## src/logic/amd_pkg.sv

```systemverilog
package amd_pkg;

    // ********************************************************
    // stream and opcode constants
    // ********************************************************
    localparam logic [7:0] PAGE2_PREFIX = 8'h18;
    localparam logic [7:0] XFER_OPCODE  = 8'h1E;
    localparam logic [7:0] LOOP_OPCODE  = 8'h1F;
    localparam logic [3:0] COL_REL      = 4'h2;
    localparam logic [3:0] COL_IMM_LO   = 4'h8;
    localparam logic [3:0] COL_DIR_LO   = 4'h9;
    localparam logic [3:0] COL_IDX_LO   = 4'hA;
    localparam logic [3:0] COL_EXT_LO   = 4'hB;
    localparam logic [3:0] COL_IMM_HI   = 4'hC;
    localparam logic [3:0] COL_DIR_HI   = 4'hD;
    localparam logic [3:0] COL_IDX_HI   = 4'hE;
    localparam logic [3:0] COL_EXT_HI   = 4'hF;
    localparam logic [3:0] IMM16_ROW    = 4'h3;
    localparam logic [3:0] IMM16_MIN    = 4'hC;

    // ********************************************************
    // postbyte fields
    // ********************************************************
    localparam int         PB_FORM5_BIT = 5;
    localparam int         PB_PRE_BIT   = 4;
    localparam int         PB_ACC_BIT   = 2;
    localparam int         PB_Z_BIT     = 1;
    localparam int         PB_S_BIT     = 0;
    localparam logic [2:0] PB_LONG_FORM = 3'h7;
    localparam logic [1:0] BASE_X       = 2'h0;
    localparam logic [1:0] BASE_Y       = 2'h1;
    localparam logic [1:0] BASE_SP      = 2'h2;
    localparam logic [1:0] BASE_PC      = 2'h3;
    localparam logic [1:0] ACC_A        = 2'h0;
    localparam logic [1:0] ACC_B        = 2'h1;
    localparam logic [1:0] ACC_D        = 2'h2;
    localparam logic [1:0] ACC_D_PTR    = 2'h3;
    localparam logic [7:0] ZERO_BYTE    = 8'h00;
    localparam logic [15:0] ZERO_WORD   = 16'h0000;

    // ********************************************************
    // types
    // ********************************************************
    typedef enum logic [3:0] {
        no_operand_mode              = 4'h0,
        inline_value_mode            = 4'h1,
        page_zero_mode               = 4'h2,
        full_address_mode            = 4'h3,
        relative_mode                = 4'h4,
        register_offset_mode         = 4'h5,
        register_offset_one_ext_mode = 4'h6,
        register_offset_two_ext_mode = 4'h7,
        pointer_via_constant_mode    = 4'h8,
        pointer_via_double_acc_mode  = 4'h9,
        auto_adjust_mode             = 4'hA,
        acc_offset_mode              = 4'hB,
        transfer_mode                = 4'hC,
        loop_mode                    = 4'hD
    } amd_mode_t;

    typedef struct packed {
        logic [15:0] x;
        logic [15:0] y;
        logic [15:0] sp;
        logic [15:0] pc;
        logic [7:0]  a;
        logic [7:0]  b;
    } amd_core_regs_t;

    typedef struct packed {
        amd_mode_t   mode;
        logic        ext_bytes_hi;
        logic        ext_bytes_lo;
        logic        has_post;
    } amd_class_t;

    typedef struct packed {
        amd_mode_t   mode;
        logic        page2;
        logic [7:0]  opcode;
        logic [7:0]  index_postbyte;
        logic [15:0] operand;
        logic [15:0] ea;
        logic        ea_valid;
        logic        wb_en;
        logic [1:0]  wb_sel;
        logic [15:0] wb_value;
    } amd_result_t;

    localparam amd_result_t RESULT_RESET = '0;

endpackage

```

## src/logic/amd_addr_adder.sv

```systemverilog
`timescale 1ns/1ps
module amd_addr_adder #(
    parameter int WIDTH = 16
) (
    input  wire logic             clk,
    input  wire logic             resetn,
    input  wire logic [WIDTH-1:0] a,
    input  wire logic [WIDTH-1:0] b,
    output logic      [WIDTH-1:0] sum
);

    // ********************************************************
    // registered modulo adder
    // ********************************************************
    wire logic [WIDTH-1:0] next_sum = WIDTH'(a + b);

    always_ff @(posedge clk or negedge resetn) begin
        if (!resetn) begin
            sum <= '0;
        end else begin
            sum <= next_sum;
        end
    end

endmodule

```

## src/logic/amd_decoder.sv

```systemverilog
`timescale 1ns/1ps
// Behaviour
// (RULE1) no-operand opcodes read no operand bytes
// (RULE2) immediate operand from one or two following bytes
// (RULE3) direct: one address byte, high address byte forced to zero
// (RULE4) extended: two bytes, high first, form the full address
// (RULE5) relative: signed 8 or 16 bit displacement added to pc
// (RULE6) indexed: postbyte then zero to two extension bytes
// (RULE7) rr0nnnnn: signed 5-bit offset plus any of four bases
// (RULE8) 111rr0zs: 9-bit offset with sign in lsb, or 16-bit offset
// (RULE9) 111rr011: base plus 16-bit offset points to 16-bit pointer
// (RULE10) rr1pnnnn: step -8..-1 or +1..+8, before or after use
// (RULE11) auto adjust never uses pc as base
// (RULE12) 111rr1aa: unsigned accumulator offset a, b or double d
// (RULE13) 111rr111: base plus d points to 16-bit pointer
// (RULE14) opcode and page select the fetch sequence
// (RULE15) second-page prefix selects the second opcode page
// (RULE16) postbytes also for transfer and loop opcodes
// (RULE17) base code 00 x, 01 y, 10 sp, 11 pc
// (RULE18) words high byte first, any alignment
// (RULE19) full 16-bit base plus offset
module amd_decoder (
    input  wire logic                    clk,
    input  wire logic                    resetn,
    input  wire logic [7:0]              in_byte,
    input  wire logic                    in_valid,
    output logic                         in_ready,
    input  wire amd_pkg::amd_core_regs_t core_regs,
    output logic                         mem_req,
    output logic [15:0]                  mem_addr,
    input  wire logic                    mem_ack,
    input  wire logic [7:0]              mem_rdata,
    output logic                         out_valid,
    output amd_pkg::amd_result_t         result
);

    // ********************
    // states
    // ********************
    typedef enum logic [5:0] {
        ST_OPC  = 6'h01,
        ST_POST = 6'h02,
        ST_EXT  = 6'h04,
        ST_CALC = 6'h08,
        ST_PTR  = 6'h10,
        ST_DONE = 6'h20
    } amd_state_t;

    amd_state_t        state;
    amd_state_t        next_state;
    amd_pkg::amd_mode_t mode;
    logic              page2;
    logic [7:0]        opcode;
    logic [7:0]        postbyte;
    logic [15:0]       ext_val;
    logic [1:0]        ext_left;
    logic [15:0]       base_val;
    logic [15:0]       ptr_val;
    logic              ptr_phase;
    logic [15:0]       sum_q;

    // ********************
    // functions
    // ********************
    function automatic amd_pkg::amd_class_t amd_classify(
        input logic       pg,
        input logic [7:0] opc
    );
        amd_pkg::amd_class_t c;
        logic                wide;
        c = '0;
        c.mode = amd_pkg::no_operand_mode;
        wide = (opc[3:0] == amd_pkg::IMM16_ROW)
            || (opc[3:0] >= amd_pkg::IMM16_MIN);
        if (opc == amd_pkg::XFER_OPCODE) begin
            c.mode     = amd_pkg::transfer_mode;
            c.has_post = 1'b1;
        end else if (opc == amd_pkg::LOOP_OPCODE) begin
            c.mode     = amd_pkg::loop_mode;
            c.has_post = 1'b1;
        end else begin
            unique case (opc[7:4])
                amd_pkg::COL_REL: begin
                    c.mode         = amd_pkg::relative_mode;
                    c.ext_bytes_hi = pg;
                    c.ext_bytes_lo = !pg;
                end
                amd_pkg::COL_IMM_LO, amd_pkg::COL_IMM_HI: begin
                    c.mode         = amd_pkg::inline_value_mode;
                    c.ext_bytes_hi = wide;
                    c.ext_bytes_lo = !wide;
                end
                amd_pkg::COL_DIR_LO, amd_pkg::COL_DIR_HI: begin
                    c.mode         = amd_pkg::page_zero_mode;
                    c.ext_bytes_lo = 1'b1;
                end
                amd_pkg::COL_EXT_LO, amd_pkg::COL_EXT_HI: begin
                    c.mode         = amd_pkg::full_address_mode;
                    c.ext_bytes_hi = 1'b1;
                end
                amd_pkg::COL_IDX_LO, amd_pkg::COL_IDX_HI: begin
                    c.mode     = amd_pkg::register_offset_mode;
                    c.has_post = 1'b1;
                end
                default: begin
                    c.mode = amd_pkg::no_operand_mode;
                end
            endcase
        end
        return c;
    endfunction

    function automatic amd_pkg::amd_class_t amd_post_decode(
        input logic [7:0] pb
    );
        amd_pkg::amd_class_t c;
        c = '0;
        c.has_post = 1'b1;
        if (!pb[amd_pkg::PB_FORM5_BIT]) begin
            c.mode = amd_pkg::register_offset_mode;
        end else if (pb[7:5] != amd_pkg::PB_LONG_FORM) begin
            c.mode = amd_pkg::auto_adjust_mode;
        end else if (pb[amd_pkg::PB_ACC_BIT]) begin
            c.mode = (pb[1:0] == amd_pkg::ACC_D_PTR)
                ? amd_pkg::pointer_via_double_acc_mode
                : amd_pkg::acc_offset_mode;
        end else if (!pb[amd_pkg::PB_Z_BIT]) begin
            c.mode         = amd_pkg::register_offset_one_ext_mode;
            c.ext_bytes_lo = 1'b1;
        end else begin
            c.mode = pb[amd_pkg::PB_S_BIT]
                ? amd_pkg::pointer_via_constant_mode
                : amd_pkg::register_offset_two_ext_mode;
            c.ext_bytes_hi = 1'b1;
        end
        return c;
    endfunction

    function automatic logic [15:0] amd_sext8(input logic [7:0] v);
        return {{8{v[7]}}, v};
    endfunction

    // ********************
    // decode wires
    // ********************
    wire logic take = in_valid && in_ready;
    wire logic is_prefix = (in_byte == amd_pkg::PAGE2_PREFIX) && !page2; // RULE15
    wire amd_pkg::amd_class_t op_cls = amd_classify(page2, in_byte); // RULE14
    wire amd_pkg::amd_class_t pb_cls = amd_post_decode(in_byte); // RULE6
    wire logic [1:0] op_ext = {op_cls.ext_bytes_hi, op_cls.ext_bytes_lo};
    wire logic [1:0] pb_ext = {pb_cls.ext_bytes_hi, pb_cls.ext_bytes_lo};
    wire logic is_index = (mode >= amd_pkg::register_offset_mode)
        && (mode <= amd_pkg::acc_offset_mode);
    wire logic needs_calc = is_index || (mode == amd_pkg::relative_mode)
        || (mode == amd_pkg::loop_mode);
    wire logic is_pointer = (mode == amd_pkg::pointer_via_constant_mode)
        || (mode == amd_pkg::pointer_via_double_acc_mode);

    // ********************
    // offset and base selection
    // ********************
    wire logic        long_pb  = postbyte[7:5] == amd_pkg::PB_LONG_FORM;
    wire logic [1:0]  base_sel = long_pb ? postbyte[4:3] : postbyte[7:6]; // RULE8
    wire logic [1:0]  acc_sel  = postbyte[1:0];
    wire logic [15:0] acc_d    = {core_regs.a, core_regs.b};
    wire logic [15:0] base_mux =
        (base_sel == amd_pkg::BASE_X)  ? core_regs.x  : // RULE17
        (base_sel == amd_pkg::BASE_Y)  ? core_regs.y  :
        (base_sel == amd_pkg::BASE_SP) ? core_regs.sp :
                                         core_regs.pc;
    wire logic [3:0]  step_n   = postbyte[3:0];
    wire logic [15:0] step     = step_n[3]
        ? {{12{1'b1}}, step_n} // RULE10
        : {12'h000, step_n} + 16'h0001; // RULE10
    wire logic [15:0] acc_ofs  =
        (acc_sel == amd_pkg::ACC_A) ? {amd_pkg::ZERO_BYTE, core_regs.a} : // RULE12
        (acc_sel == amd_pkg::ACC_B) ? {amd_pkg::ZERO_BYTE, core_regs.b} :
                                      acc_d; // RULE12 RULE13
    wire logic [15:0] idx_ofs  =
        (mode == amd_pkg::register_offset_mode)
            ? {{11{postbyte[4]}}, postbyte[4:0]} : // RULE7
        (mode == amd_pkg::register_offset_one_ext_mode)
            ? {{8{postbyte[amd_pkg::PB_S_BIT]}}, ext_val[7:0]} : // RULE8
        (mode == amd_pkg::auto_adjust_mode) ? step :
        (mode == amd_pkg::acc_offset_mode ||
         mode == amd_pkg::pointer_via_double_acc_mode) ? acc_ofs :
        ext_val; // RULE8 RULE9
    wire logic rel_long = (mode == amd_pkg::relative_mode) && page2;
    wire logic [15:0] rel_ofs = rel_long ? ext_val : amd_sext8(ext_val[7:0]);
    wire logic [15:0] add_a = is_index ? base_mux : core_regs.pc; // RULE5 RULE19
    wire logic [15:0] add_b = is_index ? idx_ofs : rel_ofs; // RULE5 RULE19

    amd_addr_adder #(
        .WIDTH (16)
    ) u_adder (
        .clk    (clk),
        .resetn (resetn),
        .a      (add_a),
        .b      (add_b),
        .sum    (sum_q)
    );

    // ********************
    // result assembly
    // ********************
    wire logic post_adjust = (mode == amd_pkg::auto_adjust_mode)
        && postbyte[amd_pkg::PB_PRE_BIT];
    wire logic [15:0] ea_mux =
        (mode == amd_pkg::page_zero_mode)
            ? {amd_pkg::ZERO_BYTE, ext_val[7:0]} : // RULE3
        (mode == amd_pkg::full_address_mode) ? ext_val : // RULE4
        is_pointer ? ptr_val : // RULE9 RULE13
        post_adjust ? base_val : // RULE10
        sum_q;
    wire logic ea_ok = needs_calc || (mode == amd_pkg::page_zero_mode)
        || (mode == amd_pkg::full_address_mode);
    amd_pkg::amd_result_t next_result;

    always_comb begin
        next_result = amd_pkg::RESULT_RESET;
        next_result.mode = mode;
        next_result.page2 = page2;
        next_result.opcode = opcode;
        next_result.index_postbyte = postbyte;
        next_result.operand = (mode == amd_pkg::inline_value_mode)
            ? ext_val : amd_pkg::ZERO_WORD; // RULE2 RULE1
        next_result.ea = ea_ok ? ea_mux : amd_pkg::ZERO_WORD;
        next_result.ea_valid = ea_ok;
        next_result.wb_en = (mode == amd_pkg::auto_adjust_mode); // RULE11
        next_result.wb_sel = base_sel;
        next_result.wb_value = next_result.wb_en ? sum_q : amd_pkg::ZERO_WORD;
    end

    // ********************
    // next state
    // ********************
    always_comb begin
        next_state = state;
        unique case (state)
            ST_OPC: begin
                if (take && !is_prefix) begin
                    if (op_cls.has_post) begin
                        next_state = ST_POST;
                    end else if (op_ext != 2'h0) begin
                        next_state = ST_EXT;
                    end else begin
                        next_state = ST_DONE; // RULE1
                    end
                end
            end
            ST_POST: begin
                if (take) begin
                    if (mode == amd_pkg::transfer_mode) begin
                        next_state = ST_DONE; // RULE16
                    end else if (mode == amd_pkg::loop_mode) begin
                        next_state = ST_EXT; // RULE16
                    end else if (pb_ext != 2'h0) begin
                        next_state = ST_EXT; // RULE6
                    end else begin
                        next_state = ST_CALC;
                    end
                end
            end
            ST_EXT: begin
                if (take && ext_left == 2'h1) begin
                    next_state = needs_calc ? ST_CALC : ST_DONE;
                end
            end
            ST_CALC: begin
                next_state = is_pointer ? ST_PTR : ST_DONE;
            end
            ST_PTR: begin
                if (mem_req && mem_ack && ptr_phase) begin
                    next_state = ST_DONE;
                end
            end
            ST_DONE: begin
                next_state = ST_OPC;
            end
        endcase
    end

    wire logic next_ready = (next_state == ST_OPC) || (next_state == ST_POST)
        || (next_state == ST_EXT);

    // ********************
    // registers
    // ********************
    always_ff @(posedge clk or negedge resetn) begin
        if (!resetn) begin
            state    <= ST_OPC;
            in_ready <= 1'b0;
        end else begin
            state    <= next_state;
            in_ready <= next_ready;
        end
    end

    always_ff @(posedge clk or negedge resetn) begin
        if (!resetn) begin
            mode     <= amd_pkg::no_operand_mode;
            page2    <= 1'b0;
            opcode   <= 8'h00;
            postbyte <= 8'h00;
            ext_val  <= 16'h0000;
            ext_left <= 2'h0;
        end else if (state == ST_OPC && take) begin
            page2    <= is_prefix || page2; // RULE15
            opcode   <= in_byte;
            mode     <= op_cls.mode; // RULE14
            ext_left <= op_ext; // RULE2 RULE3 RULE4 RULE5
            postbyte <= 8'h00;
            ext_val  <= 16'h0000;
        end else if (state == ST_POST && take) begin
            postbyte <= in_byte; // RULE16
            if (mode == amd_pkg::loop_mode) begin
                ext_left <= 2'h1;
            end else if (mode != amd_pkg::transfer_mode) begin
                mode     <= pb_cls.mode; // RULE6
                ext_left <= pb_ext; // RULE6
            end
        end else if (state == ST_EXT && take) begin
            ext_val  <= {ext_val[7:0], in_byte}; // RULE18 RULE4
            ext_left <= 2'(ext_left - 2'h1);
        end else if (state == ST_DONE) begin
            page2 <= 1'b0;
        end
    end

    always_ff @(posedge clk or negedge resetn) begin
        if (!resetn) begin
            base_val <= 16'h0000;
        end else if (state == ST_CALC) begin
            base_val <= base_mux; // RULE10
        end
    end

    always_ff @(posedge clk or negedge resetn) begin
        if (!resetn) begin
            mem_req   <= 1'b0;
            mem_addr  <= 16'h0000;
            ptr_phase <= 1'b0;
            ptr_val   <= 16'h0000;
        end else if (state == ST_PTR) begin
            if (!mem_req) begin
                mem_req  <= 1'b1;
                mem_addr <= 16'(sum_q + {15'h0000, ptr_phase}); // RULE18
            end else if (mem_ack) begin
                mem_req   <= 1'b0;
                ptr_val   <= {ptr_val[7:0], mem_rdata}; // RULE18 RULE9
                ptr_phase <= !ptr_phase;
            end
        end else begin
            mem_req   <= 1'b0;
            ptr_phase <= 1'b0;
        end
    end

    always_ff @(posedge clk or negedge resetn) begin
        if (!resetn) begin
            out_valid <= 1'b0;
            result    <= amd_pkg::RESULT_RESET;
        end else begin
            out_valid <= (state == ST_DONE);
            if (state == ST_DONE) begin
                result <= next_result;
            end
        end
    end

endmodule

```

## config.mk

```make
export PLATFORM = sky130hd
export DESIGN_NAME = amd_decoder
export DESIGN_NICKNAME = d
export VERILOG_FILES = /design/src/logic/amd_pkg.sv /design/src/logic/amd_addr_adder.sv /design/src/logic/amd_decoder.sv
export SDC_FILE = /design/constraint.sdc
export NUM_CORES = 1
export LEC_CHECK = 0
export ABC_AREA = 1
export BUFFER_PORTS_ARGS = -buffer_cell sky130_fd_sc_hd__buf_2
export CAP_MARGIN = 15
export CORE_MARGIN = 2
export CORE_UTILIZATION = 40
export CTS_CLUSTER_DIAMETER = 40
export DETAILED_ROUTE_END_ITERATION = 16
export PLACE_DENSITY_LB_ADDON = 0.15
export SLEW_MARGIN = 20
export SYNTH_ARGS = -nofsm -noshare
export SYNTH_HDL_FRONTEND = slang
export SYNTH_HIERARCHICAL = 1
export SYNTH_SLANG_ARGS = --single-unit
```

## constraint.sdc

```tcl
create_clock -name clk -period 4.8 [get_ports clk]
set_input_delay 0.24 -clock clk [delete_from_list [all_inputs] [get_ports clk]]
set_output_delay 0.24 -clock clk [all_outputs]
set_load 0.05 [all_outputs]
```

==> metrics.md <==
| Metric | Value |
|---|---|
| Post-Route Setup TNS | 0 ns |
| I/O pin total | 192 |
| Post-synthesis register bit count | 186 |
| Total wire length | 33700 um |
| Number of buffers on the longest clock path | 2 |
| Ant. Diodes | 0 |
| Avg Vias per Cell | 5.117 |
| Area enclosed by the die boundary | 27710 sq um |
| Area used by multi-input combinational logic | 5050 sq um |
| DRC errors left | 0 |
| Largest net degree at the start of global routing | 120 |
| Kind of launch point of the worst setup path | flop |
| Slew headroom | 0.3220 |
| Final Instance Count excl. Fillers | 1965 |
| TritonCTS clock tree | built |
| Required arrival time at the worst endpoint | 5.13 ns |
| Final design instance area without fill | 12400 sq um |
| Total number of vias | 10050 |
| Worst hold margin | 0.06332 ns |
| Final period utilization | 0.6980 |
| Status | complete, no violations |
| Placeable Area | 25980 sq um |
| Initial antenna violation count | 0 |
| Achievable clock frequency | 298.5 MHz |
| Number of CTS-inserted buffers | 17 |
| Port bufs | 191 |
| Yosys top cell area share | 0.4385 |
| Number of nets with antenna violations after detailed routing | 0 |
| Ys Warns | 6 |
| GR Layer Usage met3 | 0.03826 |
| CTS sink cnt | 186 |
| Cell at the slowest stage of the critical path | sky130_fd_sc_hd__inv_2 |
| PwrDens | 285.0 nW/um^2 |
| GRT met1 Usage | 0.3785 |
| Commonest cells after routing, fill and taps aside | 516 x sky130_fd_sc_hd__nand2_1, 190 x sky130_fd_sc_hd__buf_2, 185 x sky130_fd_sc_hd__dfrtp_1 |
| Setup Viol. Count Final | 0 |
| First-pass iteration count of the detailed router | 5 |
| Number of pins with negative max-slew slack in the final report | 0 |
| Final worst setup slack | 1.450 ns |
| Worst setup timing slack at the placement stage | 1.461 ns |
| Synthesized area per cell | 7.260 sq um |
| Most Crowded Layer GR | met1 |
| Number of nets in the layout | 1739 |
| Crit path arrival time | 3.68 ns |
| Library cell appearing most often on the critical path | sky130_fd_sc_hd__nand2_1 |
| Setup repair after global routing missed its margin | false |
| Core Rows | 59 |
| Area Growth Syn to Fin | 17.49% |
| Clock Tree Root | sky130_fd_sc_hd__clkbuf_16 |
| Post-layout minimum cycle time | 3.351 ns |
| Cell accounting for the most synthesized area | sky130_fd_sc_hd__dfrtp_1 |
| Crit path launch | postbyte[4] |
| Path type of the worst min-delay path | in -> reg |
| Final hold violations | 0 |
| Layout cells sized above 1 | 0.1718 |
| Yosys cell types | 47 |
| Most area-consuming cells after synthesis | sky130_fd_sc_hd__dfrtp_1 44%, sky130_fd_sc_hd__nand2_1 18%, sky130_fd_sc_hd__o21ai_0 6.3%, sky130_fd_sc_hd__inv_1 5.3%, sky130_fd_sc_hd__nor2_1 4.1% |
| Placed Cells incl. Taps | 1932 |
| Via count of the first global-routing pass | 9393 |
| CTS resizes | 0 |
| Routed length per instance | 17.15 um |
| EDFF count, synth | 0 |
| Overall global routing resource usage | 0.2450 |
| # fillers | 2706 |
| Synthesized net count | 1576 |
| Wire length of the first global-routing pass | 53120 um |
| Initial core utilization | 0.4062 |
| Area of the mapped netlist | 10560 sq um |
| Die outline width | 166.5 um |
| Global route total overflow | 0 |
| Most frequent standard cell in the layout excluding fill and tap cells | sky130_fd_sc_hd__nand2_1 |
| Hold path startpoint | mem_rdata[3] |
| Maximum ir drop on the vdd rail | 212.4 uV |
| Detailed router's first-iteration violation count | 952 |
| Sequential cell area | 4656 sq um |
| Chain of cells forming the critical path | o31ai_4 -> nand2_1 -> inv_2 -> nor2_1 -> o211ai_1 -> nand2_1 -> nand2_1 -> nand2_1 -> ha_1 -> fa_1 -> nand2_1 -> nand2_1 -> and2_4 -> nand3_1 -> nand3_1 -> nand2_1 -> nand2_1 |
| Reg clk slew, reported paths | 0.09 ns |
| Static Leakage | 6.783 nW |
| Placer Congestion | 0.9611 |
| Die Ht | 166.5 um |
| Half-perimeter wire length after detailed placement | 26200 um |
| Fraction of registers with async set or reset after synthesis | 1.000 |
| Number of H-tree levels | 4 |
| Main synth FF type | sky130_fd_sc_hd__dfrtp_1 |
| Post-synthesis sequential area ratio | 0.4410 |
| Crit path largest cell delay | 0.47 ns |
| Overall Power | 3.535 mW |
| Transition time of the tightest slew-check pin | 1.017 ns |
| Cell area reported after detailed placement | 11740 sq um |
| GR Layer Usage met2 | 0.3494 |
| Clock latency on the worst-skew pair | 0.44 ns |
| Gate count of the mapped netlist | 1454 |
| Startpoint of the lowest-slack register-to-register path | postbyte[4] |
| Final core occ | 0.4773 |
| Post-route clock skew | 0.01967 ns |
| Sort of element at the end of the critical path | flop |
| Critical path class | reg -> reg |
| Max-cap violations | 0 |
| Maximum fanout encountered on the critical timing path | 32 |
[logic make-up after synthesis]
group           Yosys count  share of synthesized area
buf+inv                 215                    0.08143
simple gates            728                     0.2827
compound gates          289                     0.1565
flops                   186                     0.4410
xor+xnor                 14                    0.01162
fa+ha+maj                22                    0.02679
[path summary, 6_finish.rpt]
kind | end | slack, ns | depth (start not counted)
max reg2reg | u_adder/sum[12] | 1.45 | 17
max in group asynchronous | mem_addr[1] | 3.37 | 3
min in group asynchronous | out_valid | 0.37 | 2
max | u_adder/sum[12] | 1.45 | 17
min reg2reg | result[62] | 0.47 | 2
min | ptr_val[3] | 0.06 | 3
[worst max-delay path, delay by kind of cell, from the launching register on]
family / cells / cell delay (ns)
buf+inv: 1 / 0.47
fa+ha+maj: 2 / 0.63
simple gates: 12 / 1.22
compound gates: 2 / 0.46
flops: 1 / 0.43
[state kept, by name (all words and copies together) (netlist names)]
register,cells
u_adder/sum,16
page2,1
result,73
ptr_val,16
mem_req,1
base_val,16
ptr_phase,1
opcode,8
state,6
mem_addr,16
postbyte,8
ext_val,16
mode,4
in_ready,1
out_valid,1
ext_left,2
[where the power goes]
group          internal, mW  leakage [nW]  total (mW)  switching (mW)
combinational         0.129          4.19       0.378           0.250
sequential             1.59          2.28        1.62          0.0324
clock                 0.811         0.315        1.53           0.723
[cell usage after synthesis (all sizes together) (6+ instances only)]
master / instances
a21oi: 60
a22oi: 12
a31oi: 8
buf: 24
clkbuf: 28
dfrtp: 185
ha: 21
inv: 162
nand2: 527
nand3: 54
nand4: 6
nor2: 127
nor3: 9
o211ai: 17
o21ai: 148
o22ai: 31
xor2: 11
[area by class of cell]
cell class	count	area share
flip-flops and latches	186	0.3754
inverters	163	0.04933
clock inverters	15	0.01826
repair buffers	196	0.08181
multi-input cells	1053	0.4071
clock buffers	17	0.03430
well taps	335	0.03379
[timing repair]
action / in CTS / in global routing
hold endpoints to repair: 66 / 0
hold buffers: 1 / 0
setup buffers: 0 / 0
[routing by layer]
metal | vias up | part of all wire
met5 | - | 0
met4 | 0 | 0.028
met3 | 52 | 0.064
met2 | 363 | 0.41
met1 | 4634 | 0.50
li1 | 5005 | -
No activity file was read; power rests on OpenSTA's default activity.
